<file path="config.mk">
export PLATFORM = sky130hd
export DESIGN_NAME = asm_status_misc_regs
export DESIGN_NICKNAME = d
export VERILOG_FILES = /design/src/rtl/asm_status_misc_regs.v
export VERILOG_INCLUDE_DIRS = /design/src /design/src/inc
export SDC_FILE = /design/constraint.sdc
export NUM_CORES = 1
export LEC_CHECK = 0
export BUFFER_PORTS_ARGS = -buffer_cell sky130_fd_sc_hd__buf_4
export CORE_MARGIN = 2
export CORE_UTILIZATION = 50
export DETAILED_ROUTE_END_ITERATION = 12
export GPL_TIMING_DRIVEN = 0
export PLACE_DENSITY = 0.79
export SYNTH_ARGS = -nofsm -noshare
export SYNTH_HDL_FRONTEND = slang
export SYNTH_SLANG_ARGS = --single-unit
export TNS_END_PERCENT = 50
</file>
<file path="constraint.sdc">
create_clock -name core_clk_in -period 2.07 [get_ports core_clk_in]
set_input_delay 0.1035 -clock core_clk_in [delete_from_list [all_inputs] [get_ports core_clk_in]]
set_output_delay 0.1035 -clock core_clk_in [all_outputs]
set_load 0.02 [all_outputs]
</file>
<file path="src/inc/asm_defines.vh">
`ifndef ASM_DEFINES_VH
`define ASM_DEFINES_VH

// =============================
// Register offsets
`define ASM_ADDR_W 8
`define ASM_OFS_CLIP_STATUS 8'h24
`define ASM_OFS_ILIM_STATUS 8'h25
`define ASM_OFS_CTRL4 8'h26
`define ASM_OFS_LINE_MODE 8'h00
`define ASM_OFS_MISC3 8'h21
`define ASM_OFS_CLIP_CTRL 8'h22
`define ASM_OFS_SWFREQ 8'h27

// =============================
// Reset values
`define ASM_RST_CTRL4 8'h40
`define ASM_RST_ZERO 8'h00
`define ASM_RST_CLIP_CTRL 8'h01
`define ASM_RST_HPF 3'h0

// =============================
// Field positions
`define ASM_BIT_FLAG 0
`define ASM_BIT_BIT_CLOCK_PHASE_INVERT 3
`define ASM_HPF_MSB 2
`define ASM_HPF_LSB 0
`define ASM_BIT_CLIP_ROUTE 2
`define ASM_BIT_CLIP_EN 0
`define ASM_BIT_ILIM_MASK 5
`define ASM_BIT_LINE_MODE 0
`define ASM_SWF_MSB 2
`define ASM_SWF_LSB 0

// =============================
// Switching frequency ratio codes
`define ASM_SWF_38 3'h0
`define ASM_SWF_44 3'h1
`define ASM_SWF_48 3'h2
`define ASM_SWF_8 3'h3
`define ASM_SWF_10 3'h4
`define ASM_RATIO_38 6'h26
`define ASM_RATIO_44 6'h2C
`define ASM_RATIO_48 6'h30
`define ASM_RATIO_8 6'h08
`define ASM_RATIO_10 6'h0A

`endif

</file>
<file path="src/rtl/asm_status_misc_regs.v">
`timescale 1ns/1ps
`default_nettype none
`include "asm_defines.vh"

// Operation
// - Clip flag at bit0, upper bits zero
// - Current-limit warning flag at bit0, read-only
// - Bit3 selects inverted equal-frequency clock phase
// - Bits 2:0 select high-pass corner, reset 000
// - Control 4 resets to 0x40, all eight bits writable
// - Offer 38, 44, 48 times sample rate
// - Offer 8, 10 times sample rate
// - Line-driver mode selected via register 0x00
// - Clip routed to warning or fault pin
// - Current-limit on warning pin unless masked
module asm_status_misc_regs
(
    input wire core_clk_in,
    input wire rstn_in,
    input wire reg_wr_in,
    input wire reg_rd_in,
    input wire [7:0] reg_addr_in,
    input wire [7:0] reg_wdata_in,
    output reg [7:0] reg_rdata_out,
    output reg reg_rvalid_out,
    input wire clip_event_in,
    input wire current_limit_event_in,
    output reg warn_out,
    output reg fault_out,
    output reg bit_clock_phase_invert_out,
    output reg [2:0] highpass_corner_select_out,
    output reg [5:0] switch_ratio_out,
    output reg line_driver_mode_out
);

// =============================
// Registers
reg clip_flag;
reg current_limit_warning_flag;
reg [7:0] ctrl4;
reg [7:0] line_mode_reg;
reg [7:0] misc3;
reg [7:0] clip_ctrl;
reg [7:0] swfreq;
reg [7:0] next_rdata;
reg [5:0] next_ratio;
reg next_warn;
reg next_fault;
wire clip_en;
wire clip_to_fault;
wire current_limit_warn_mask;
wire wr_ctrl4;
wire wr_line_mode;
wire wr_misc3;
wire wr_clip_ctrl;
wire wr_swfreq;

// =============================
// Address decode
assign clip_en = clip_ctrl[`ASM_BIT_CLIP_EN];
assign clip_to_fault = clip_ctrl[`ASM_BIT_CLIP_ROUTE];
assign current_limit_warn_mask = misc3[`ASM_BIT_ILIM_MASK];
assign wr_ctrl4 = reg_wr_in && (reg_addr_in == `ASM_OFS_CTRL4);
assign wr_line_mode = reg_wr_in && (reg_addr_in == `ASM_OFS_LINE_MODE);
assign wr_misc3 = reg_wr_in && (reg_addr_in == `ASM_OFS_MISC3);
assign wr_clip_ctrl = reg_wr_in && (reg_addr_in == `ASM_OFS_CLIP_CTRL);
assign wr_swfreq = reg_wr_in && (reg_addr_in == `ASM_OFS_SWFREQ);

// =============================
// Status flags
// Plain level sampling; no read clears them
always @(posedge core_clk_in)
begin
    if (!rstn_in)
    begin
        clip_flag <= 1'h0;
        current_limit_warning_flag <= 1'h0;
    end
    else
    begin
        clip_flag <= clip_event_in & clip_en;
        current_limit_warning_flag <= current_limit_event_in;
    end
end

// =============================
// Writable registers
// One process per register; status and unmapped offsets have no enable
always @(posedge core_clk_in)
begin
    if (!rstn_in)
    begin
        ctrl4 <= `ASM_RST_CTRL4;
    end
    else if (wr_ctrl4)
    begin
        ctrl4 <= reg_wdata_in;
    end
end

always @(posedge core_clk_in)
begin
    if (!rstn_in)
    begin
        line_mode_reg <= `ASM_RST_ZERO;
    end
    else if (wr_line_mode)
    begin
        line_mode_reg <= reg_wdata_in;
    end
end

always @(posedge core_clk_in)
begin
    if (!rstn_in)
    begin
        misc3 <= `ASM_RST_ZERO;
    end
    else if (wr_misc3)
    begin
        misc3 <= reg_wdata_in;
    end
end

always @(posedge core_clk_in)
begin
    if (!rstn_in)
    begin
        clip_ctrl <= `ASM_RST_CLIP_CTRL;
    end
    else if (wr_clip_ctrl)
    begin
        clip_ctrl <= reg_wdata_in;
    end
end

always @(posedge core_clk_in)
begin
    if (!rstn_in)
    begin
        swfreq <= `ASM_RST_ZERO;
    end
    else if (wr_swfreq)
    begin
        swfreq <= reg_wdata_in;
    end
end

// =============================
// Read mux
always @*
begin
    next_rdata = `ASM_RST_ZERO;
    case (reg_addr_in)
        `ASM_OFS_CLIP_STATUS: next_rdata = {7'h00, clip_flag};
        `ASM_OFS_ILIM_STATUS: next_rdata = {7'h00, current_limit_warning_flag};
        `ASM_OFS_CTRL4: next_rdata = ctrl4;
        `ASM_OFS_LINE_MODE: next_rdata = line_mode_reg;
        `ASM_OFS_MISC3: next_rdata = misc3;
        `ASM_OFS_CLIP_CTRL: next_rdata = clip_ctrl;
        `ASM_OFS_SWFREQ: next_rdata = swfreq;
        default: next_rdata = `ASM_RST_ZERO;
    endcase
end

// =============================
// Switching ratio decode
// Unlisted codes fall back to 44x, a safe above-band choice
always @*
begin
    case (swfreq[`ASM_SWF_MSB:`ASM_SWF_LSB])
        `ASM_SWF_38: next_ratio = `ASM_RATIO_38;
        `ASM_SWF_44: next_ratio = `ASM_RATIO_44;
        `ASM_SWF_48: next_ratio = `ASM_RATIO_48;
        `ASM_SWF_8: next_ratio = `ASM_RATIO_8;
        `ASM_SWF_10: next_ratio = `ASM_RATIO_10;
        default: next_ratio = `ASM_RATIO_44;
    endcase
end

// =============================
// Pin routing
// Clip drives one pin only; the mask hides current limit from the pin, not the flag
always @*
begin
    next_fault = clip_flag & clip_to_fault;
    next_warn = (clip_flag & ~clip_to_fault)
        | (current_limit_warning_flag & ~current_limit_warn_mask);
end

// =============================
// Bus answer
always @(posedge core_clk_in)
begin
    if (!rstn_in)
    begin
        reg_rdata_out <= `ASM_RST_ZERO;
        reg_rvalid_out <= 1'h0;
    end
    else
    begin
        reg_rvalid_out <= reg_rd_in;
        if (reg_rd_in)
        begin
            reg_rdata_out <= next_rdata;
        end
    end
end

// =============================
// Pin and control outputs
always @(posedge core_clk_in)
begin
    if (!rstn_in)
    begin
        warn_out <= 1'h0;
        fault_out <= 1'h0;
        bit_clock_phase_invert_out <= 1'h0;
        highpass_corner_select_out <= `ASM_RST_HPF;
        switch_ratio_out <= `ASM_RATIO_38;
        line_driver_mode_out <= 1'h0;
    end
    else
    begin
        warn_out <= next_warn;
        fault_out <= next_fault;
        bit_clock_phase_invert_out <= ctrl4[`ASM_BIT_BIT_CLOCK_PHASE_INVERT];
        highpass_corner_select_out <= ctrl4[`ASM_HPF_MSB:`ASM_HPF_LSB];
        switch_ratio_out <= next_ratio;
        line_driver_mode_out <= line_mode_reg[`ASM_BIT_LINE_MODE];
    end
end

endmodule
`default_nettype wire

</file>
Word-level counts from Yosys, hierarchy flattened
Index checks and enable logic that the tools add are counted.
- eq/ne operators: 9
- mux-type cells: 2
- bitwise gates (word level): 7
- reduce and logical (&&, ||, !) cells: 7
- operators with widths (kind ; count):
    $pmux 8 s7 ; 1
    $eq 8x6->1 const B ; 6
    $pmux 6 s4 ; 1
    $logic_not 8->1 ; 1
    $eq 3x2->1 const B ; 2
    $logic_and 1x1->1 ; 5
    $and 1x1->1 ; 4
    $eq 3x3->1 const B ; 1
    $logic_not 3->1 ; 1
    $not 1->1 ; 2
    $or 1x1->1 ; 1
- register bits after elaboration: 64
- input bits: 22
- output and inout port bits: 22
- logic and storage cells: 40

Depth between registers and ports, before layout
- word-level depth: 3
- depth in mapped cells: 6
- mapped depth without buffers: 4

Worst setup path after synthesis
No wires, ideal clock.
- path kind: input -> register
- from: input reg_addr_in[3]
- to: register clip_ctrl[0]
- data arrival time: 1473 ps
- path slack: 473 ps
- cell stages on the path: 5
- buffers on the path: 1
- path through: or4_4 > buf_6 > nor3_4 > mux2i_1 > nand2_1
- cells in the longest elaborated chain, start to end: 2
- ends and longest elaborated chain (item ; RTL line ; source):
    start: declaration ; asm_status_misc_regs.v:22 ; input wire [7:0] reg_addr_in,
    $eq 8x6->1 ; n/a ;
    $logic_and 1x1->1 ; asm_status_misc_regs.v:66 ; assign wr_clip_ctrl = reg_wr_in && (reg_addr_in == `ASM_OFS_CLIP_CTRL);
    end signal: assignment ; asm_status_misc_regs.v:129 ; clip_ctrl <= `ASM_RST_CLIP_CTRL;
    end signal: assignment ; asm_status_misc_regs.v:133 ; clip_ctrl <= reg_wdata_in;
    end: declaration ; asm_status_misc_regs.v:43 ; reg [7:0] clip_ctrl;
Every way passes these cells.
A chain may end at the register's enable or synchronous reset.

Worst setup path in the final report
- from: input reg_addr_in[3]
- to: register line_mode_reg[4]
- cells in the longest elaborated chain, start to end: 2
- ends and longest elaborated chain (item ; RTL line ; source):
    $logic_not 8->1 ; n/a ;
    $logic_and 1x1->1 ; asm_status_misc_regs.v:64 ; assign wr_line_mode = reg_wr_in && (reg_addr_in == `ASM_OFS_LINE_MODE);
    end signal: assignment ; asm_status_misc_regs.v:105 ; line_mode_reg <= `ASM_RST_ZERO;
    end signal: assignment ; asm_status_misc_regs.v:109 ; line_mode_reg <= reg_wdata_in;
    end: declaration ; asm_status_misc_regs.v:41 ; reg [7:0] line_mode_reg;
Every way passes these cells.

==> out/metrics.sh <==
STATUS='completed'
IR_DROP_V=0.000371
FP.DIEW_UM=78.1
DRT_PRE_ANTENNA_ITERS=4
FINCLKSKEW_PS=4.85
ITER_0_DRT_VIOLATIONS=163
GRT_START_MAX_NET_PINS=11
GLOBALROUTETOTALUTIL_PCT=23.3
TIMING.FINAL.CRIT_PERIOD_PS=1850
SYNTH_EDF_COUNT=0
SYNTHDOMINANTCELLAREASHARE_PCT=45.9
WORSTPATHCELLLIST='buf_4, nor4_1, nand3_1, mux2i_1, nor2_1'
YOSYSSEQAREASHARE_PCT=45.9
YS_SEQ_ELEMENTS=63
CLOCK_SINKS=63
CTSLONGESTPATHBUFFERS=2
POSTSYNTH.ASYNCRESETSHARE_PCT=0
FLOORPLAN.ROWS=26
GRT_PASS1_WL_UM=11000
CRITICAL_PATH.SLOWEST_CELL='sky130_fd_sc_hd__nor4_1'
NUM-NETS-FINAL=339
VIAS_PER_CELL=5.67
ROUTE.VIAS.TOTAL=2221
SYN_AREA_PER_CELL_UM2=10.4
FMAX_MHz=542
P_LEAK_nW=1.29
CTS_HTREE_LEVELS=3
CP_MAX_STAGE_DELAY_PS=770
LEAST_MARGIN_PIN_SLEW_PS=892
CP.REQUIRED_PS=2280
CHIPHEIGHT_UM=78.1
SYNTHFLOPTYPE='sky130_fd_sc_hd__dfxtp_1'
SYNTH_CELLS=265
REGTOREGENDPOINT='reg_rdata_out[0]'
DIE_AREA_MM2=0.00610
CRITICALPATHCATEGORY='primary input to register'
SYNTH.TOP_CELLS.BY_AREA='sky130_fd_sc_hd__dfxtp_1 (46%), sky130_fd_sc_hd__mux2i_1 (17%), sky130_fd_sc_hd__nor2_1 (6.4%)'
POSTROUTEWIRELENGTH_UM=6540
SLEW-LIMIT-HEADROOM_PCT=40.0
POST_LAYOUT_NONFILLER_INSTANCES=392
SYN2LAYOUT_AREA_GROWTH_PCT=22.1
FIRST_GLOBAL_VIAS=2127
TIMING.RR.START='line_mode_reg[0]'
ANT_NETS=0
YS_TYPES=37
CTS.REPORTEDPATHS.CLKPINSLEW_PS=70
HOLD_VIOL_FINAL=0
CLOCK_LATENCY_PS=340
FINALSETUPVIOLATIONS=0
CP-ENDPOINT='line_mode_reg[4]'
CP_MAX_FO=8
AVGROUTEDWIREPERCELL_UM=16.7
DRV.MAX_CAP_VIOLATION_COUNT=0
SLEW_VIOL_FINAL=0
HPWL_UM=4570
CTS_TREE='built'
CTS_MADE_BUFFERS=9
GRT_OVERFLOW_TOTAL=0
TIMING.CRITICAL_PATH.MAX_DELAY_FAMILY='simple AND/OR/NAND/NOR gates'
RSZ_0062_RAISED_AFTER_GLOBAL_ROUTING='no'
IOS=44
SYNTH.CELL_AREA_MM2=0.00275
WORST-PATH-STAGES=5
P_PER_AREA_mW_PER_MM2=755
STARTPOINT_TYPE='primary input'
R2R_SLACK_PS=460
NUMBER_OF_PORT_BUFFERS=40
DRIVE_GT1_SHARE_PCT=26.4
SYNTH_WARNINGS=0
POST-SYNTH-TOP-AREA-CELL='sky130_fd_sc_hd__dfxtp_1'
FINALCOREUTILIZATION_PCT=64.4
DRC=0
ANTENNA_FOUND_INITIAL=0
CRIT_START='reg_addr_in[3]'
PLACE.GP.CONGESTION=0.867
WORSTHOLDPATHTYPE='primary input to register'
CRITPATHBUFINV=1
PLACE.DETAILED.INSTANCES=375
WORST_SETUP_PATH_END_KIND='register'
CP_DATA_ARRIVAL_TIME_PS=2050
ANTENNA_CELLS_INSERTED=0
R2R.WORST_PATH.CELLS=4
CLOCK_ROOT_CELL='sky130_fd_sc_hd__clkbuf_8'
CORE_MM2=0.00520
POST_CTS_BUFFERS=0
SYN_NETS=287
FINAL.PERIOD_UTILIZATION_PCT=89.2
INITIAL_UTILIZATION_PCT=52.8
[power breakdown]
group / switching, mW / internal [mW] / leakage (nW)
clock network: 0.459 / 0.651 / 0.109
registers: 0.00478 / 1.22 / 0.509
logic: 0.121 / 0.0746 / 0.671
[per-layer routing]
layer	up-vias	wire length (µm)	track usage (%)
li1	1062	-	-
met1	1061	2940	31.9
met2	85	3020	36.1
met3	13	482	4.14
met4	0	94	10.5
met5	-	0	0
[worst min-delay path by stage]
| stage | to | from | cells past startpoint | slack [ps] |
|---|---|---|---|---|
| after floorplan | current_limit_warning_flag | current_limit_event_in | 1 | 230 |
| after global placement | current_limit_warning_flag | current_limit_event_in | 2 | 310 |
| after detailed placement | current_limit_warning_flag | current_limit_event_in | 2 | 330 |
| after CTS | line_driver_mode_out | rstn_in | 2 | 7 |
| after global routing | clip_flag | clip_event_in | 2 | 10 |
| final | line_driver_mode_out | rstn_in | 2 | 9 |
[final cells by class]
| type | instances | area, µm² |
|---|---|---|
| fillers | 449 | 1850 |
| repair buffers | 41 | 310 |
| flip-flops and latches | 63 | 1260 |
| multi-input cells | 184 | 1400 |
| clock buffers | 13 | 169 |
| plain buffers | 17 | 86.3 |
| clock inverters | 3 | 40.0 |
| well taps | 70 | 87.6 |
| inverters | 1 | 3.75 |
[cells in the final DEF, fill, tap and decap left out, drive strengths merged]
cell type	instances
inv	1
nor2b	3
nand2b	4
or4	1
buf	48
a2bb2oi	3
mux2i	47
o221a	3
or2	1
a22oi	3
bufinv	1
nand2	4
a21oi	3
o31ai	5
mux4	1
nand3b	4
o21ai	4
nor4	2
dfxtp	63
dlygate4sd3	1
a311oi	4
and3	2
and2	8
conb	1
a211oi	4
a21o	1
clkbuf	22
nor2	47
clkinv	2
nand3	8
a2111oi	8
nor3b	3
nor3	5
or3b	5
[cells by family (layout without fill, tap and decap cells)]
kind of cell | count (synthesis) | in the layout | share of synthesized area [%]
other | 1 | 1 | 0.137
muxes | 48 | 48 | 17.9
AOI/OAI and AO/OA | 38 | 38 | 12.7
DFF | 63 | 63 | 45.9
buffers and inverters | 18 | 75 | 3.28
and+or+nand+nor | 97 | 97 | 20.0
[stage by stage]
step | hold slack [ps] | power, mW | area, µm² | setup slack, ps | TNS (ps)
finish | 8.89 | 2.53 | 3350 | 224 | 0
global route | 10.0 | 2.61 | 3350 | 72.0 | 0
CTS | 7.46 | 2.54 | 3350 | 319 | 0
detailed placement | 334 | 1.45 | 3130 | -22.0 | -76.5
global placement | 314 | 1.44 | 3130 | 13.1 | 0
floorplan | 231 | 1.36 | 2750 | 473 | 0
[cells in the mapped netlist, types with 2 or more instances]
| cell type | number |
|---|---|
| sky130_fd_sc_hd__a2111oi_2 | 7 |
| sky130_fd_sc_hd__a211oi_1 | 4 |
| sky130_fd_sc_hd__a21oi_1 | 3 |
| sky130_fd_sc_hd__a22oi_1 | 3 |
| sky130_fd_sc_hd__a2bb2oi_1 | 3 |
| sky130_fd_sc_hd__a311oi_1 | 4 |
| sky130_fd_sc_hd__and2_1 | 8 |
| sky130_fd_sc_hd__and3_1 | 2 |
| sky130_fd_sc_hd__buf_1 | 2 |
| sky130_fd_sc_hd__buf_2 | 3 |
| sky130_fd_sc_hd__buf_6 | 2 |
| sky130_fd_sc_hd__clkbuf_1 | 9 |
| sky130_fd_sc_hd__dfxtp_1 | 63 |
| sky130_fd_sc_hd__mux2i_1 | 47 |
| sky130_fd_sc_hd__nand2_1 | 4 |
| sky130_fd_sc_hd__nand2b_1 | 4 |
| sky130_fd_sc_hd__nand3_1 | 8 |
| sky130_fd_sc_hd__nand3b_1 | 4 |
| sky130_fd_sc_hd__nor2_1 | 47 |
| sky130_fd_sc_hd__nor2b_1 | 3 |
| sky130_fd_sc_hd__nor3_4 | 4 |
| sky130_fd_sc_hd__nor3b_1 | 3 |
| sky130_fd_sc_hd__o21ai_0 | 4 |
| sky130_fd_sc_hd__o221a_2 | 3 |
| sky130_fd_sc_hd__o31ai_1 | 5 |
| sky130_fd_sc_hd__or3b_2 | 5 |
[worst register-to-register path, stage by stage (launching register included)]
cell                        delay (ps)
sky130_fd_sc_hd__dfxtp_1           370
sky130_fd_sc_hd__or3b_2            450
sky130_fd_sc_hd__a2111oi_0         440
sky130_fd_sc_hd__o31ai_1           130
sky130_fd_sc_hd__a21oi_1           160
[timing repair]
action / CTS / global route
hold buffers: 1 / 0
endpoints found under the hold margin: 1 / 0
gates resized for setup: 0 / 0
(Power assumes the default switching activity.)
